**src/logic/usc_defines.vh**
```
// register offsets, field positions and encodings of the serial core
`ifndef USC_DEFINES_VH
`define USC_DEFINES_VH

`define USC_ADDR_W        3
`define USC_REG_DATA      3'h0
`define USC_REG_CSA       3'h1
`define USC_REG_CSB       3'h2
`define USC_REG_CSC       3'h3
`define USC_REG_BAUD_LO   3'h4
`define USC_REG_BAUD_HI   3'h5

// control_status_a
`define USC_A_RXC         7
`define USC_A_TXC         6
`define USC_A_DRE         5
`define USC_A_FE          4
`define USC_A_DOR         3
`define USC_A_PE          2
`define USC_A_U2X         1
// control_status_b
`define USC_B_RXEN        4
`define USC_B_TXEN        3
`define USC_B_CS2         2
`define USC_B_RXB8        1
`define USC_B_TXB8        0
// control_status_c
`define USC_C_DIR         7
`define USC_C_SYNC        6
`define USC_C_PM1         5
`define USC_C_PM0         4
`define USC_C_SBS         3
`define USC_C_CS1         2
`define USC_C_CS0         1
`define USC_C_POL         0

`define USC_CSC_RESET     8'h06
`define USC_CS_NINE       3'h7
`define USC_BITS_FIVE     4'h5
`define USC_BITS_EIGHT    4'h8
`define USC_BITS_NINE     4'h9
`define USC_OVS_NORMAL    4'hf
`define USC_OVS_DOUBLE    4'h7
`define USC_MID_NORMAL    4'h7
`define USC_MID_DOUBLE    4'h3
`define USC_BAUD_W        12

`endif

```
**src/logic/usc_core.v**
```verilog
// serial transceiver core: baud generator, clocking, framing, parity, errors
`include "usc_defines.vh"
`timescale 1ns/1ns
`default_nettype none

module usc_core #(
  parameter BAUD_W = `USC_BAUD_W
) (
  // clock and reset
  input  wire       clock,
  input  wire       nrst,
  // register port
  input  wire [2:0] addr,
  input  wire [7:0] wdata,
  input  wire       wr,
  input  wire       rd,
  output reg  [7:0] rdata,
  // serial lines
  input  wire       serial_in_pin,
  output reg        serial_out_pin,
  // synchronous clock pin
  input  wire       sync_clock_pin_in,
  output reg        sync_clock_pin_out,
  output wire       sync_clock_pin_oe,
  // event outputs
  output wire       irq_rx_complete,
  output wire       irq_tx_complete,
  output wire       irq_data_empty
);

  function [3:0] data_bits;
    input [2:0] cs;
    begin
      if (cs == `USC_CS_NINE) begin
        data_bits = `USC_BITS_NINE;
      end else if (cs[2]) begin
        data_bits = `USC_BITS_EIGHT;
      end else begin
        data_bits = `USC_BITS_FIVE + {2'h0, cs[1:0]};
      end
    end
  endfunction

  // control registers
  reg  [BAUD_W-1:0] baud_divisor_q;
  reg  [7:0]        csc_q;
  reg               rx_en_q;
  reg               tx_en_q;
  reg               cs2_q;
  reg               txb8_q;
  reg               u2x_q;
  reg               txc_q;
  reg               dor_q;

  wire       sync_select  = csc_q[`USC_C_SYNC];
  wire       sync_master  = sync_select & csc_q[`USC_C_DIR];
  wire       double_speed = u2x_q & ~sync_select;
  wire       pol          = csc_q[`USC_C_POL];
  wire       par_en       = csc_q[`USC_C_PM1];
  wire       par_odd      = csc_q[`USC_C_PM0];
  wire       two_stops    = csc_q[`USC_C_SBS];
  // one format shared by both directions; a change mid-frame corrupts both
  wire [2:0] char_size    = {cs2_q, csc_q[`USC_C_CS1], csc_q[`USC_C_CS0]};
  wire [3:0] nbits        = data_bits(char_size);
  wire [3:0] ovs_last     = double_speed ? `USC_OVS_DOUBLE : `USC_OVS_NORMAL;
  wire [3:0] ovs_mid      = double_speed ? `USC_MID_DOUBLE : `USC_MID_NORMAL;

  wire wr_data = wr & (addr == `USC_REG_DATA);
  wire rd_data = rd & (addr == `USC_REG_DATA);
  wire wr_csa  = wr & (addr == `USC_REG_CSA);
  wire wr_lo   = wr & (addr == `USC_REG_BAUD_LO);

  // baud generator
  reg  [BAUD_W-1:0] baud_cnt_q;
  wire baud_tick = (baud_cnt_q == {BAUD_W{1'b0}});

  always @(posedge clock or negedge nrst) begin
    if (!nrst) begin
      baud_cnt_q <= {BAUD_W{1'b0}};
    end else if (baud_tick || wr_lo) begin
      // the low-byte write restarts the period with the new divisor
      baud_cnt_q <= wr_lo ? {baud_divisor_q[BAUD_W-1:8], wdata}
                          : baud_divisor_q;
    end else begin
      baud_cnt_q <= baud_cnt_q - {{(BAUD_W-1){1'b0}}, 1'b1};
    end
  end

  // external clock: two synchroniser stages, then an edge detector
  reg xck_s1_q;
  reg xck_s2_q;
  reg xck_s3_q;
  always @(posedge clock or negedge nrst) begin
    if (!nrst) begin
      xck_s1_q <= 1'b0;
      xck_s2_q <= 1'b0;
      xck_s3_q <= 1'b0;
    end else begin
      xck_s1_q <= sync_clock_pin_in;
      xck_s2_q <= xck_s1_q;
      xck_s3_q <= xck_s2_q;
    end
  end

  // master clock toggles on every tick, so one bit takes two ticks
  always @(posedge clock or negedge nrst) begin
    if (!nrst) begin
      sync_clock_pin_out <= 1'b0;
    end else if (!sync_master) begin
      sync_clock_pin_out <= pol;
    end else if (baud_tick) begin
      sync_clock_pin_out <= ~sync_clock_pin_out;
    end
  end
  assign sync_clock_pin_oe = sync_master;

  // slave edges ignore the baud counter entirely
  wire rise = sync_master ? (baud_tick & ~sync_clock_pin_out)
                          : (xck_s2_q & ~xck_s3_q);
  wire fall = sync_master ? (baud_tick & sync_clock_pin_out)
                          : (~xck_s2_q & xck_s3_q);
  wire change_edge = sync_select & (pol ? fall : rise);
  wire sample_edge = sync_select & (pol ? rise : fall);

  // serial data input synchroniser
  reg rxd_s1_q;
  reg rxd_q;
  always @(posedge clock or negedge nrst) begin
    if (!nrst) begin
      rxd_s1_q <= 1'b1;
      rxd_q    <= 1'b1;
    end else begin
      rxd_s1_q <= serial_in_pin;
      rxd_q    <= rxd_s1_q;
    end
  end

  // transmitter prescaler for asynchronous modes
  reg  [3:0] tx_pre_q;
  wire       tx_step = sync_select ? change_edge
                     : (baud_tick & (tx_pre_q == ovs_last));
  always @(posedge clock or negedge nrst) begin
    if (!nrst) begin
      tx_pre_q <= 4'h0;
    end else if (sync_select) begin
      tx_pre_q <= 4'h0;
    end else if (baud_tick) begin
      tx_pre_q <= (tx_pre_q == ovs_last) ? 4'h0 : tx_pre_q + 4'h1;
    end
  end

  // transmit buffer and shifter
  reg        txb_full_q;
  reg  [8:0] txb_q;
  reg        tx_busy_q;
  reg  [3:0] tx_idx_q;
  reg  [8:0] tx_sh_q;
  reg        tx_par_q;
  reg        tx_busy_d;
  reg  [3:0] tx_idx_d;
  reg  [8:0] tx_sh_d;
  reg        tx_par_d;
  reg        tx_load;
  reg        tx_done;
  reg        tx_out_d;
  wire [3:0] tx_last = nbits + {3'h0, par_en} + {3'h0, two_stops} + 4'h1;
  // upper bits beyond the character size are dropped when written
  wire [8:0] tx_mask = ~(9'h1ff << nbits);

  always @* begin
    tx_busy_d = tx_busy_q;
    tx_idx_d  = tx_idx_q;
    tx_sh_d   = tx_sh_q;
    tx_par_d  = tx_par_q;
    tx_load   = 1'b0;
    tx_done   = 1'b0;
    if (tx_step && tx_en_q) begin
      if (tx_busy_q && tx_idx_q != tx_last) begin
        tx_idx_d = tx_idx_q + 4'h1;
      end else begin
        if (tx_busy_q) begin
          tx_done = ~txb_full_q;
        end
        tx_busy_d = txb_full_q;
        tx_load   = txb_full_q;
        tx_idx_d  = 4'h0;
        if (txb_full_q) begin
          tx_sh_d  = txb_q;
          tx_par_d = (^txb_q) ^ par_odd;
        end
      end
    end
    if (!tx_busy_d) begin
      tx_out_d = 1'b1;
    end else if (tx_idx_d == 4'h0) begin
      tx_out_d = 1'b0;
    end else if (tx_idx_d <= nbits) begin
      tx_out_d = tx_sh_d[tx_idx_d - 4'h1];
    end else if (par_en && tx_idx_d == nbits + 4'h1) begin
      tx_out_d = tx_par_d;
    end else begin
      tx_out_d = 1'b1;
    end
  end

  always @(posedge clock or negedge nrst) begin
    if (!nrst) begin
      tx_busy_q      <= 1'b0;
      tx_idx_q       <= 4'h0;
      tx_sh_q        <= 9'h000;
      tx_par_q       <= 1'b0;
      serial_out_pin <= 1'b1;
      txb_full_q     <= 1'b0;
      txb_q          <= 9'h000;
    end else begin
      tx_busy_q      <= tx_busy_d;
      tx_idx_q       <= tx_idx_d;
      tx_sh_q        <= tx_sh_d;
      tx_par_q       <= tx_par_d;
      serial_out_pin <= tx_en_q ? tx_out_d : 1'b1;
      if (wr_data) begin
        txb_full_q <= 1'b1;
        txb_q      <= {txb8_q, wdata} & tx_mask;
      end else if (tx_load) begin
        txb_full_q <= 1'b0;
      end
    end
  end

  // receiver
  reg        rx_busy_q;
  reg  [3:0] rx_ph_q;
  reg  [3:0] rx_idx_q;
  reg  [8:0] rx_sh_q;
  reg        rx_pbit_q;
  wire       rx_start_async = ~sync_select & baud_tick & ~rx_busy_q & ~rxd_q;
  wire       rx_start_sync  = sample_edge & ~rx_busy_q & ~rxd_q;
  wire       rx_samp = rx_busy_q & (sync_select ? sample_edge
                     : (baud_tick & (rx_ph_q == ovs_mid)));
  wire [3:0] rx_stop_idx = nbits + {3'h0, par_en} + 4'h1;
  wire [8:0] rx_data = rx_sh_q >> (`USC_BITS_NINE - nbits);
  wire       rx_end  = rx_en_q & rx_samp & (rx_idx_q == rx_stop_idx);
  wire       rx_perr = par_en & ((^rx_data) ^ par_odd ^ rx_pbit_q);

  always @(posedge clock or negedge nrst) begin
    if (!nrst) begin
      rx_busy_q <= 1'b0;
      rx_ph_q   <= 4'h0;
      rx_idx_q  <= 4'h0;
      rx_sh_q   <= 9'h000;
      rx_pbit_q <= 1'b0;
    end else if (!rx_en_q) begin
      rx_busy_q <= 1'b0;
    end else if (rx_start_async) begin
      rx_busy_q <= 1'b1;
      rx_ph_q   <= 4'h0;
      rx_idx_q  <= 4'h0;
    end else if (rx_start_sync) begin
      rx_busy_q <= 1'b1;
      rx_idx_q  <= 4'h1;
    end else if (rx_busy_q) begin
      if (baud_tick) begin
        rx_ph_q <= (rx_ph_q == ovs_last) ? 4'h0 : rx_ph_q + 4'h1;
      end
      if (rx_samp) begin
        rx_idx_q <= rx_idx_q + 4'h1;
        if (rx_idx_q == 4'h0 && rxd_q) begin
          // a start bit gone high by mid-bit was noise
          rx_busy_q <= 1'b0;
        end else if (rx_idx_q == rx_stop_idx) begin
          // second stop bit is never looked at
          rx_busy_q <= 1'b0;
        end else if (rx_idx_q != 4'h0 && rx_idx_q <= nbits) begin
          rx_sh_q <= {rxd_q, rx_sh_q[8:1]};
        end else begin
          rx_pbit_q <= rxd_q;
        end
      end
    end
  end

  // two-entry receive buffer: {frame error, parity error, data}
  reg  [10:0] rxf_q [0:1];
  reg  [1:0]  rxf_cnt_q;
  wire        rx_pop  = rd_data & (rxf_cnt_q != 2'h0);
  wire        rx_full = (rxf_cnt_q == 2'h2) & ~rx_pop;
  wire        rx_push = rx_end & ~rx_full;
  wire [1:0]  rx_wpos = rxf_cnt_q - {1'b0, rx_pop};
  wire [10:0] rx_head = rxf_q[0];

  always @(posedge clock or negedge nrst) begin
    if (!nrst) begin
      rxf_q[0]  <= 11'h000;
      rxf_q[1]  <= 11'h000;
      rxf_cnt_q <= 2'h0;
    end else begin
      if (rx_pop) begin
        rxf_q[0] <= rxf_q[1];
      end
      if (rx_push) begin
        rxf_q[rx_wpos[0]] <= {~rxd_q, rx_perr, rx_data};
      end
      rxf_cnt_q <= rx_wpos + {1'b0, rx_push};
    end
  end

  // register writes; hardware set beats a software clear
  always @(posedge clock or negedge nrst) begin
    if (!nrst) begin
      baud_divisor_q <= {BAUD_W{1'b0}};
      csc_q          <= `USC_CSC_RESET;
      rx_en_q        <= 1'b0;
      tx_en_q        <= 1'b0;
      cs2_q          <= 1'b0;
      txb8_q         <= 1'b0;
      u2x_q          <= 1'b0;
      txc_q          <= 1'b0;
      dor_q          <= 1'b0;
    end else begin
      if (wr_lo) begin
        baud_divisor_q[7:0] <= wdata;
      end
      if (wr && addr == `USC_REG_BAUD_HI) begin
        baud_divisor_q[BAUD_W-1:8] <= wdata[BAUD_W-9:0];
      end
      if (wr && addr == `USC_REG_CSC) begin
        csc_q <= wdata;
      end
      if (wr && addr == `USC_REG_CSB) begin
        rx_en_q <= wdata[`USC_B_RXEN];
        tx_en_q <= wdata[`USC_B_TXEN];
        cs2_q   <= wdata[`USC_B_CS2];
        txb8_q  <= wdata[`USC_B_TXB8];
      end
      if (wr_csa) begin
        u2x_q <= wdata[`USC_A_U2X];
      end
      if (tx_done) begin
        txc_q <= 1'b1;
      end else if (wr_csa && wdata[`USC_A_TXC]) begin
        txc_q <= 1'b0;
      end
      if (rx_end && rx_full) begin
        dor_q <= 1'b1;
      end else if (rx_pop) begin
        dor_q <= 1'b0;
      end
    end
  end

  // read data, one cycle after the strobe
  reg [7:0] rd_mux;
  always @* begin
    rd_mux = 8'h00;
    case (addr)
      `USC_REG_DATA: begin
        rd_mux = rx_head[7:0];
      end
      `USC_REG_CSA: begin
        rd_mux[`USC_A_RXC] = irq_rx_complete;
        rd_mux[`USC_A_TXC] = txc_q;
        rd_mux[`USC_A_DRE] = irq_data_empty;
        rd_mux[`USC_A_FE]  = rx_head[10];
        rd_mux[`USC_A_DOR] = dor_q;
        rd_mux[`USC_A_PE]  = rx_head[9];
        rd_mux[`USC_A_U2X] = u2x_q;
      end
      `USC_REG_CSB: begin
        rd_mux[`USC_B_RXEN] = rx_en_q;
        rd_mux[`USC_B_TXEN] = tx_en_q;
        rd_mux[`USC_B_CS2]  = cs2_q;
        rd_mux[`USC_B_RXB8] = rx_head[8];
        rd_mux[`USC_B_TXB8] = txb8_q;
      end
      `USC_REG_CSC: begin
        rd_mux = csc_q;
      end
      `USC_REG_BAUD_LO: begin
        rd_mux = baud_divisor_q[7:0];
      end
      `USC_REG_BAUD_HI: begin
        rd_mux[BAUD_W-9:0] = baud_divisor_q[BAUD_W-1:8];
      end
      default: begin
        rd_mux = 8'h00;
      end
    endcase
  end

  always @(posedge clock or negedge nrst) begin
    if (!nrst) begin
      rdata <= 8'h00;
    end else if (rd) begin
      rdata <= rd_mux;
    end else begin
      rdata <= 8'h00;
    end
  end

  assign irq_rx_complete = (rxf_cnt_q != 2'h0);
  assign irq_tx_complete = txc_q;
  assign irq_data_empty  = ~txb_full_q;

endmodule

`default_nettype wire

```
**config.mk**
```make
export PLATFORM = sky130hd
export DESIGN_NAME = usc_core
export DESIGN_NICKNAME = d
export VERILOG_FILES = /design/src/logic/usc_core.v
export VERILOG_INCLUDE_DIRS = /design/src /design/src/logic
export SDC_FILE = /design/constraint.sdc
export NUM_CORES = 1
export LEC_CHECK = 0
export BUFFER_PORTS_ARGS = -buffer_cell sky130_fd_sc_hd__buf_4
export CAP_MARGIN = 20
export CORE_AREA = 2 2 133 109
export DETAILED_ROUTE_END_ITERATION = 8
export DIE_AREA = 0 0 135 111
export PLACE_DENSITY_LB_ADDON = 0.08
export SLEW_MARGIN = 20
export SYNTH_ARGS = -nofsm -noshare
export SYNTH_HDL_FRONTEND = slang
export SYNTH_SLANG_ARGS = --single-unit
```
**constraint.sdc**
```tcl
create_clock -name clock -period 13.8 [get_ports clock]
set_input_delay 0.69 -clock clock [delete_from_list [all_inputs] [get_ports clock]]
set_output_delay 0.69 -clock clock [all_outputs]
set_load 0.05 [all_outputs]
```
# Word-level counts from Yosys, hierarchy flattened
# Index checks and enable logic that the tools add are counted.
[op_classes]
n_addsub = 15
order_cmp = 5
n_eq_ne = 15
n_shift = 2
mux = 71
n_bitwise = 46
n_reduce_logical = 32
[op_table]
columns = ["op", "n"]
rows = [
  ["$mux W4", 17],
  ["$mux W1", 37],
  ["$add A4 B1 Y4 const B", 7],
  ["$mux W9", 3],
  ["$and A1 B1 Y1", 26],
  ["$bwmux W22", 1],
  ["$mux W11", 2],
  ["$mux W22", 1],
  ["$pmux W3 S6", 1],
  ["$reduce_xor A9 Y1", 2],
  ["$eq A4 B4 Y1", 4],
  ["$mux W8", 2],
  ["$reduce_and A8 Y1", 2],
  ["$not A1 Y1", 14],
  ["$reduce_bool A2 Y1", 7],
  ["$logic_not A12 Y1", 1],
  ["$mux W12", 1],
  ["$pmux W3 S4", 1],
  ["$sub A12 B1 Y12 const B", 1],
  ["$demux W11 S1", 1],
  ["$logic_and A1 B1 Y1", 11],
  ["$pmux W1 S5", 2],
  ["$and A9 B9 Y9", 1],
  ["$eq A3 B3 Y1 const B", 3],
  ["other kinds (31)", 38],
]
[word_totals]
register_bits = 126
output_inout_bits = 14
word_cells = 220

# Depth between registers and ports, before layout
# Gate-level depths: netlist of the first run.
[logic_depth]
depth_word = 17
mapped_depth = 25
ltp_nobuf = 24

# Least setup slack after synthesis of the first run
# OpenSTA, ideal clock, no wires.
[synth_timing]
kind = "reg2reg"
from = "register csc_q[1]"
to = "register serial_out_pin"
setup_ns = 0.083
t_arrival_ns = 4.943
slack_ns = 8.773
stages_incl_launch_ff = 26
period_less_slack_ns = 5.027
path_cell_list = "dfstp_2 > ha_1 > nor2b_1 > nor2_1 > buf_2 > ha_1 > inv_1 > ha_1 > inv_1 > ha_1 > xnor2_1 > or2_2 > o221ai_1 > a31oi_1 > a21o_1 > a21oi_1 > inv_1 > ha_1 > nand3_1 > o21ai_0 > o311ai_0 > a21o_1 > a2111oi_0 > o2111ai_1 > a21oi_1 > a211oi_2"
[synth_via]
elab_chain_cells = 17
word_cells_on_any_way = 30
classes_between = "add/sub: 6; order compare: 1; eq/ne: 3; mux: 17; reduce/logical: 3"
[synth_rtl]
columns = ["item", "line_no", "rtl"]
rows = [
  ["start, declared", "usc_core.v:46", "reg [7:0] csc_q;"],
  ["start signal, assigned", "usc_core.v:311", "csc_q <= `USC_CSC_RESET;"],
  ["start signal, assigned", "usc_core.v:327", "csc_q <= wdata;"],
  ["$add A3 B2 Y4 (no source line)", "-", ""],
  ["$mux W4", "usc_core.v:36", "end else if (cs[2]) begin"],
  ["$mux W4 (*)", "usc_core.v:34", "if (cs == `USC_CS_NINE) begin"],
  ["$add A4 B1 Y4 (*) (3 in series)", "usc_core.v:166", "wire [3:0] tx_last = nbits + {3'h0, par_en} + {3'h0, two_stops} + 4'h1;"],
  ["$ne A4 B4 Y1 (*)", "usc_core.v:178", "if (tx_busy_q && tx_idx_q != tx_last) begin"],
  ["$logic_and A1 B1 Y1 (*)", "usc_core.v:178", ""],
  ["$mux W4 (*)", "usc_core.v:178", ""],
  ["$mux W4 (*)", "usc_core.v:177", "if (tx_step && tx_en_q) begin"],
  ["via tx_idx_d[3]", "usc_core.v:160", "reg [3:0] tx_idx_d;"],
  ["$sub A4 B1 Y4 or $eq A4 B4 Y1 (tied branches)", "usc_core.v:198, usc_core.v:199", ""],
  ["$bmux W1 S4 or $logic_and A1 B1 Y1 (tied branches)", "usc_core.v:198, usc_core.v:199", ""],
  ["$mux W1 (on tied branches)", "usc_core.v:198, usc_core.v:199", ""],
  ["$mux W1", "usc_core.v:197", "end else if (tx_idx_d <= nbits) begin"],
  ["$mux W1 (*)", "usc_core.v:195", "end else if (tx_idx_d == 4'h0) begin"],
  ["$mux W1 (*)", "usc_core.v:193", "if (!tx_busy_d) begin"],
  ["$mux W1 (*)", "usc_core.v:220", "serial_out_pin <= tx_en_q ? tx_out_d : 1'b1;"],
  ["end signal, assigned", "usc_core.v:220", ""],
  ["end, declared", "usc_core.v:20", "output reg serial_out_pin,"],
]
# Mark *: on every way through the listed nets, which the timed path passes. The rest lies on a longest branch. The select of a mux whose other input is x is not followed.
# A chain may end at the register's enable or synchronous reset.

# Worst setup path in the final report of the first run
# Same ends and word-level chain as after synthesis.

==> flow_summary.ini, run 1 <==
[status]
status = completed

[grt]
gr-total-overflow = 0
grt_use_total_pct = 25.9
grt_pass1_vias = 5671
grt_max_degree = 80
antenna_found_initial = 0
grt_pass1_wl_mm = 29.8

[sta]
fmax_mhz = 179
tns_ps = 0
finalSetupViolations = 0
tightest_slew_ps = 999
finalCriticalPeriod_ps = 5580
slew_viol_final = 0
slew_headroom_pct = 33.4
setup_ws_ps = 8220
holdWs_ps = 305
hold_viol = 0
fin_crit_sh_pct = 40.4
rsz0062_at_grt = false
skew_ps = 9.47

[pwr]
ir_drop_uv = 119
p_comb_share_pct = 33.6
p_leak_nw = 3.69
total_power_mw = 1.48
clock_power_share_pct = 30.6
switchingPower_mw = 0.534
swShare_pct = 36.1
seqPwrFrac_pct = 35.8
p_per_area_nw_per_um2 = 178
p_int_mw = 0.944

[cts]
postCtsHoldBufs = 0
cts_buffers = 17
post-cts-setup-buffers = 0
cts-htree-levels = 4
cts_root_buffer = clkbuf_16
cts.clk_slew.worst_paths_ps = 50
clock_latency_ps = 420
cts_tree = yes
cts_max_path_buffers = 2
cts_resized = 0
cts.sinks = 126

[final_layout]
fin_nets = 800
diodes = 0
drive_gt1_share_pct = 18.6
synthToLayoutAreaGrowth_pct = 12.9
instances_no_fill = 949
nFillCells = 1211
utilization_pct = 59.8
design_area_um2 = 8290

[route]
routed_wl_mm = 18.2
drcViolationCount = 0
wl_per_cell_um = 19.1
first_iter_violations = 314
ant_nets = 0
viasPerCell = 5.76
drt_pass1_iterations = 5
dr_total_vias = 5467

[yosys]
postSynthAreaPerCell_um2 = 10.1
synth_edf_count = 0
synth_area_um2 = 7340
ys_ff_latch = 126
syn_inst = 727
yosysSeqAreaShare_pct = 43.0
async_reset_ff_share_pct = 100
yosys_warnings = 0
yosys_most_used_dff = dfrtp_1
synth.distinct_cells = 76
syn_nets = 775

[placement]
postPlaceCellArea_um2 = 7700
dp_slack_ps = 8320
dp_cells = 917
dp_hpwl_mm = 13.2
numPortBuffers = 30
gp_congestion = 0.845

[floorplan]
die_y_um = 111
core_um2 = 13900
die_area_um2 = 15000
ios = 31
fp.dieW_um = 135
rows = 39
initial_utilization_pct = 53.0

[worst_setup_path]
worstPathRequired_ps = 14140
r2r-start = csc_q[1]
crit_arrival_ps = 5910
critPathSlowestCell = dfstp_2
crit_type = reg -> reg
crit_buf_inv = 4
critPathMostFrequentCell = ha_1
worstReg2RegEnd = serial_out_pin
worst-r2r-cell-count = 25
cp-start-kind = flip-flop
path_delay_family = compound AO/OA/AOI/OAI gates
r2r_slack_ps = 8220
cp_max_fo = 15
endpoint_kind = flip-flop
max_stage_delay_ps = 570

[job]
cap_violations = 0

[worst_hold_path]
hold_path_class = in -> async
-- cell type report --
class                   instances  area [um^2]  share of cell area [%]
well taps                     184          230                    2.78
multi-input cells             533         3900                    47.0
clock inverters                10          139                    1.67
clock buffers                  22          454                    5.48
flip-flops and latches        126         3160                    38.1
inverters                      39          146                    1.77
repair buffers                 35          263                    3.17
-- worst max-delay path by stage --
stage,startpoint,end,depth (start not counted)
finish,csc_q[1],serial_out_pin,25
global route,csc_q[1],serial_out_pin,25
CTS,csc_q[1],serial_out_pin,25
detailed placement,csc_q[1],serial_out_pin,25
global placement,csc_q[1],serial_out_pin,25
floorplan,csc_q[1],serial_out_pin,25
-- cell usage after synthesis (all sizes together), types with 5 or more instances --
| master | count | area (um^2) |
|---|---|---|
| a21boi | 6 | 45.0 |
| ha | 31 | 388 |
| nor3 | 8 | 51.3 |
| nand3 | 25 | 138 |
| dfrtp | 121 | 3030 |
| mux2 | 55 | 623 |
| a31oi | 7 | 43.8 |
| xnor2 | 37 | 324 |
| clkbuf | 18 | 67.6 |
| a21oi | 41 | 209 |
| nand2b | 10 | 62.6 |
| xor2 | 17 | 149 |
| and2 | 12 | 75.1 |
| o21ai | 49 | 253 |
| inv | 37 | 139 |
| nor2b | 15 | 93.8 |
| a21o | 5 | 37.5 |
| dfstp | 5 | 131 |
| and3 | 9 | 56.3 |
| nor2 | 46 | 195 |
| mux2i | 30 | 300 |
| nor4 | 5 | 52.6 |
| buf | 11 | 68.8 |
| nand2 | 66 | 248 |
-- routing by layer --
layer | GRT usage, % | wire length, um | vias to the layer above
met4 | 8.19 | 286 | 0
met1 | 37.2 | 8840 | 2728
met2 | 39.1 | 8250 | 117
met5 | 0 | 0 | -
met3 | 5.62 | 790 | 19
li1 | - | - | 2603
-- sequential cells by signal, indices dropped and copies added (netlist names), 2 cells and up, named ones only --
register	flops
baud_cnt_q	12
baud_divisor_q	12
csc_q	8
rdata	8
rx_head	11
rx_idx_q	4
rx_ph_q	4
rx_sh_q	9
rxf_cnt_q	2
tx_idx_q	4
tx_pre_q	4
tx_sh_q	9
txb_q	9
-- power groups by stage --
stage,clock (mW),combinational (mW),sequential (mW)
after floorplan,0,0.366,0.522
after global placement,0,0.480,0.531
after detailed placement,0,0.493,0.533
after CTS,0.458,0.498,0.529
after global routing,0.475,0.548,0.539
final,0.452,0.497,0.530
-- cell families after synthesis --
family	after synthesis	synth area share, %
XOR/XNOR	55	6.75
multiplexers	88	13.5
AND/OR/NAND/NOR	214	15.2
buffers and inverters	68	3.85
flip-flops	126	43.0
AO/OA/AOI/OAI	145	12.4
adder cells (fa/ha/maj)	31	5.28
-- layout by cell type (no fill, tap or decap), drive strengths merged, types with 3 or more instances in the layout --
cell type / n
and2: 12
clkbuf: 22
a21boi: 6
dfrtp: 121
nand4: 4
a21o: 5
bufinv: 3
nor2: 46
mux4: 3
dfstp: 5
a211oi: 3
o21ai: 49
or2: 3
nand3: 25
nor2b: 15
nor4: 5
a22o: 3
a21oi: 41
mux2i: 30
and3: 9
nand2: 66
xor2: 17
nand3b: 3
xnor2: 37
nand2b: 10
a31oi: 7
buf: 35
mux2: 55
inv: 37
nor3: 8
ha: 31
nor3b: 4
o22ai: 4
clkinv: 8
Power figures use the tool's default switching activity.
==> inputs of run 2 (changes only) <==
ABC_AREA = 1   (was unset)
CORE_AREA = 2 2 134 110   (was 2 2 133 109)
DIE_AREA = 0 0 136 112   (was 0 0 135 111)
clock period = 5.8 ns   (was 13.8 ns; I/O delays follow)
==> run 2 against run 1 <==
  * The run now ends with hold timing left
  * Design area grew 1.5%
  * Clock power grew 140%
  * Core utilization increased by 0.45 points
  * Sequential share of layout area is 0.55 points lower
  * Sequential cell count stayed put
  * Routed wire length fell by 1.3%
  * Final cell count is 25% higher
  * Via count rose by 14%
  * Fmax rose by 22%
  * Hold slack got worse by 330 ps
  * Clock-buffer cell count shrank 5
  * Critical path depth unchanged
  * Critical path type unchanged
  * Critical endpoint unchanged
==> flow_summary.ini, run 2 <==
[final_layout]
design_area_um2 = 8410
diodes = 0
multi_input_area_um2 = 3770
drive_gt1_share_pct = 11.3
layout_commonest_cell = nand2_1
seqCellArea_um2 = 3160
final_cell_mix = nand2_1 (298), dfrtp_1 (121), inv_1 (106)
fin_nets = 1039
utilization_pct = 60.3
synthToLayoutAreaGrowth_pct = 13.0
nFillCells = 1321

[grt]
busiest_layer = met1
use_met3_pct = 5.37
met2_usage_pct = 35.0
grt_max_degree = 69
gr-total-overflow = 0
grt_use_total_pct = 25.2
antenna_found_initial = 0
grt_pass1_wl_mm = 29.7
met1_usage_pct = 39.6
grt_pass1_vias = 5620

[route]
ant_nets = 0
viasPerCell = 5.23
routed_wl_mm = 17.9
drcViolationCount = 0
dr_total_vias = 6218
wl_per_cell_um = 15.1
first_iter_violations = 469
drt_pass1_iterations = 5

[yosys]
postSynthAreaPerCell_um2 = 7.78
synth_area_um2 = 7450
syn_inst = 957
synth_top_cell_by_area = dfrtp_1
synth.distinct_cells = 54
yosysSeqAreaShare_pct = 42.4
yosys.area.top_type_share_pct = 40.7
synth_edf_count = 0
synth_top_cells_by_area = dfrtp_1 (41%), nand2_1 (15%), o21ai_0 (6.3%), inv_1 (5.3%), ha_1 (5.2%)
yosys_warnings = 0
synth_commonest_cells = nand2_1 (298), dfrtp_1 (121), inv_1 (106)
ys_ff_latch = 126
async_reset_ff_share_pct = 100
yosysMostFrequentCell = nand2_1
syn_nets = 1005
yosys_most_used_dff = dfrtp_1

[sta]
fin_crit_sh_pct = 78.6
holdWs_ps = -24.3
slew_viol_final = 0
finalCriticalPeriod_ps = 4560
fmax_mhz = 219
tightest_slew_ps = 849
tns_ps = 0
hold_viol = 44
slew_headroom_pct = 43.4
setup_ws_ps = 1240
finalSetupViolations = 0
rsz0062_at_grt = false
skew_ps = 7.92

[cts]
cts-htree-levels = 4
cts_tree = yes
cts.clk_slew.worst_paths_ps = 60
cts.sinks = 126
cts_root_buffer = clkbuf_16
clock_latency_ps = 430
cts_buffers = 17
cts_max_path_buffers = 2
post-cts-setup-buffers = 0

[worst_setup_path]
cp-start-kind = flip-flop
endpoint_kind = flip-flop
cp_max_fo = 20
crit_type = reg -> reg
critPathMostFrequentCell = nand2_1
crit_arrival_ps = 4930
critPathSlowestCell = dfstp_2
worstPathRequired_ps = 6170
max_stage_delay_ps = 560

[placement]
numPortBuffers = 30
dp_slack_ps = 1270
gp_congestion = 0.839
postPlaceCellArea_um2 = 7810
dp_hpwl_mm = 13.3

[floorplan]
core_um2 = 14000
rows = 39
die_area_um2 = 15200
fp.dieW_um = 136
initial_utilization_pct = 53.4
die_y_um = 112
ios = 31

[pwr]
p_leak_nw = 4.23
p_per_area_nw_per_um2 = 436
ir_drop_uv = 241
total_power_mw = 3.67

[job]
cap_violations = 0

[status]
violations = hold timing
status = finished, violations left

[worst_hold_path]
hold_path_class = in -> async
==> run 2: logic make-up (layout without fill, tap and decap cells) <==
kind of cell / Yosys count / in the layout / synth area share [%]
simple gates: 460 / 460 / 27.0
compound gates: 163 / 163 / 12.6
buf+inv: 129 / 176 / 6.96
flops: 126 / 126 / 42.4
xor+xnor: 37 / 37 / 4.35
fa+ha+maj: 31 / 31 / 5.21
mux: 11 / 11 / 1.51
==> run 2: timing repair <==
item,4_1_cts,5_1_grt
resized for setup,0,0
hold buffers,2,0
hold endpoints to repair,2,0
==> run 2: cell type report <==
type / count / share of cell area (%)
Clock inverter: 15 / 1.92
Sequential cell: 126 / 37.5
Tap cell: 184 / 2.74
Timing Repair Buffer: 33 / 3.00
Inverter: 111 / 4.95
Clock buffer: 17 / 5.06
Multi-Input combinational cell: 702 / 44.8
==> run 2: power breakdown <==
part | switching (mW) | leakage, nW | internal [mW] | total [mW]
Combinational | 0.892 | 2.36 | 0.476 | 1.37
Clock | 0.433 | 0.277 | 0.637 | 1.07
Sequential | 0.177 | 1.59 | 1.05 | 1.23
==> run 2: metal layers <==
layer | wire length [um] | up-vias
li1 | - | 3187
met1 | 9420 | 2897
met2 | 7560 | 116
met3 | 730 | 18
met4 | 221 | 0
met5 | 0 | -
==> run 2: stage by stage <==
stage | std cells | hold slack [ps]
after floorplan | 957 | -5.59
after global placement | 1154 | 346
after detailed placement | 1154 | 349
after CTS | 1188 | 3.30
after global routing | 1188 | 47.7
final | 1188 | -24.3
==> run 2: final timing paths <==
check                         start                          to  slack (ps)  cells past startpoint
setup / recovery           csc_q[1]              serial_out_pin        1240                     25
hold / removal                 nrst  asynchronous set/reset pin         -20                      1
setup reg to reg           csc_q[1]              serial_out_pin        1240                     25
hold reg to reg            rxd_s1_q                       rxd_q         360                      0
max in group asynchronous      nrst                  tx_sh_q[3]        4520                      2
min in group clock         wdata[7]                    txb_q[7]         140                      3
==> run 2: worst max-delay path: cells and delay by family, from the launching register on <==
| kind | cells | cell delay [ps] |
|---|---|---|
| buffers and inverters | 4 | 430 |
| adders and majority gates | 4 | 1250 |
| AOI/OAI and AO/OA | 3 | 360 |
| and+or+nand+nor | 14 | 1900 |
| DFF | 1 | 560 |
==> inputs of run 3 (changes only) <==
clock period = 4.55 ns   (was 5.8 ns; I/O delays follow)
==> run 3 against run 2 <==
  * The flow now finishes without violations
  * Worst setup slack worse by 730 ps
  * Core utilization grew 0.71 points
  * Sequential cell count stayed put
  * Register-to-register slack worse by 730 ps
  * Non-clock buffer count is 6 higher
  * Fmax up 13%
  * Clock-buffer cell count increased by 2
==> flow_summary.ini, run 3 (synthesis results as in run 2) <==
[route]
drt_pass1_iterations = 4
routed_wl_mm = 18.2
viasPerCell = 5.22
first_iter_violations = 481
wl_per_cell_um = 15.3
ant_nets = 0
dr_total_vias = 6236
drcViolationCount = 0

[grt]
gr-total-overflow = 0
met1_usage_pct = 40.3
grt_pass1_vias = 5818
grt_use_total_pct = 26.0
use_met3_pct = 4.92
grt_pass1_wl_mm = 30.4
grt_max_degree = 50
busiest_layer = met1
met2_usage_pct = 37.0
antenna_found_initial = 0

[worst_setup_path]
crit_arrival_ps = 4400
critPathSlowestCell = dfstp_2
r2r-start = csc_q[1]
cp-startpoint = csc_q[1]
endpoint_kind = flip-flop
worstPathRequired_ps = 4910
crit_type = reg -> reg
cp-start-kind = flip-flop
cp_max_fo = 13
max_stage_delay_ps = 560
critPathMostFrequentCell = nand2_1

[cts]
cts_tree = yes
cts-htree-levels = 4
cts_buffers = 17
cts.clk_slew.worst_paths_ps = 60
clock_latency_ps = 420
cts_max_path_buffers = 2
cts_root_buffer = clkbuf_16
cts.sinks = 126
cts_resized = 0

[pwr]
clock_power_share_pct = 30.6
p_leak_nw = 4.29
p_per_area_nw_per_um2 = 564
switchingPower_mw = 1.89
swShare_pct = 39.3
p_int_mw = 2.91
seqPwrFrac_pct = 32.7
p_comb_share_pct = 36.7
ir_drop_uv = 354
total_power_mw = 4.80

[placement]
dp_hpwl_mm = 13.5
numPortBuffers = 30
gp_congestion = 0.855
dp_cells = 1159
postPlaceCellArea_um2 = 7850

[floorplan]
core_um2 = 14000
ios = 31
die_y_um = 112
fp.dieW_um = 136
initial_utilization_pct = 53.4
die_area_um2 = 15200
rows = 39

[final_layout]
final_cell_mix = nand2_1 (298), dfrtp_1 (121), inv_1 (106)
design_area_um2 = 8510
instances_no_fill = 1194
nFillCells = 1278
synthToLayoutAreaGrowth_pct = 14.3
diodes = 0
drive_gt1_share_pct = 11.7
layout_commonest_cell = nand2_1
fin_nets = 1045

[sta]
slew_headroom_pct = 59.6
rsz0062_at_grt = false
slew_viol_final = 0
finalCriticalPeriod_ps = 4040
tns_ps = 0
hold_viol = 0
fin_crit_sh_pct = 88.8
finalSetupViolations = 0
tightest_slew_ps = 604
fmax_mhz = 248
skew_ps = 6.74

[job]
cap_violations = 0

[worst_hold_path]
hold_path_class = in -> reg
min-delay-start = wdata[7]

[status]
status = completed
==> run 3: changes by cell type in the layout (fill, tap and decap cells not counted) <==
cell,change
buf_4,+5
clkinvlp_4,-2
inv_6,-2
clkinv_2,+1
dlygate4sd3_1,+1
clkinv_4,-1
bufinv_16,+2
clkbuf_8,+2
==> run 3: worst max-delay path: cells and delay by family, from the launching register on <==
kind,cells,cell delay [ps]
adders and majority gates,5,1170
DFF,1,560
AOI/OAI and AO/OA,3,360
and+or+nand+nor,15,1400
buffers and inverters,7,490
==> run 3: layer usage <==
metal	vias up	share of wire (%)
met1	2890	51
met5	-	0
met3	19	5.2
li1	3185	-
met2	142	43
met4	0	1.4
==> run 3: timing repair <==
| action | CTS | global route |
|---|---|---|
| hold endpoints to repair | 44 | 0 |
| hold buffers | 3 | 0 |
| buffers inserted | 0 | 0 |
==> run 3: final timing paths <==
| check | slack, ps | cells past startpoint | endpoint |
|---|---|---|---|
| max in group asynchronous | 3220 | 3 | txb_q[6] |
| max reg2reg | 510 | 30 | serial_out_pin |
| min reg2reg | 360 | 0 | xck_s2_q |
| max | 510 | 30 | serial_out_pin |
| min in group asynchronous | 370 | 2 | rx_head[4] |
| min | 90 | 2 | csc_q[7] |
==> run 3: through the flow <==
stage                     worst slack, ps  hold slack (ps)  util [%]
final                                 511             88.3      61.0
after global routing                  139             82.1      61.0
after CTS                             517             68.2      61.0
after detailed placement              543              276      56.2
after global placement                654              280      56.2
after floorplan                       760            -68.1         -
==> run 3: area by class of cell <==
cell class	instances	area, um^2	share of cell area (%)
clock buffers	19	453	5.32
clock inverters	13	185	2.18
flip-flops and latches	126	3160	37.1
inverters	111	417	4.89
well taps	184	230	2.70
multi-input cells	702	3770	44.3
repair buffers	39	300	3.53
==> run 3: power groups by stage <==
stage,clock network (mW),registers (mW),logic (mW)
5_1_grt,1.55,1.60,2.02
3_5_place_dp,0,1.58,1.75
4_1_cts,1.50,1.57,1.76
2_1_floorplan,0,1.55,1.33
6_report,1.47,1.57,1.76
3_3_place_gp,0,1.58,1.73
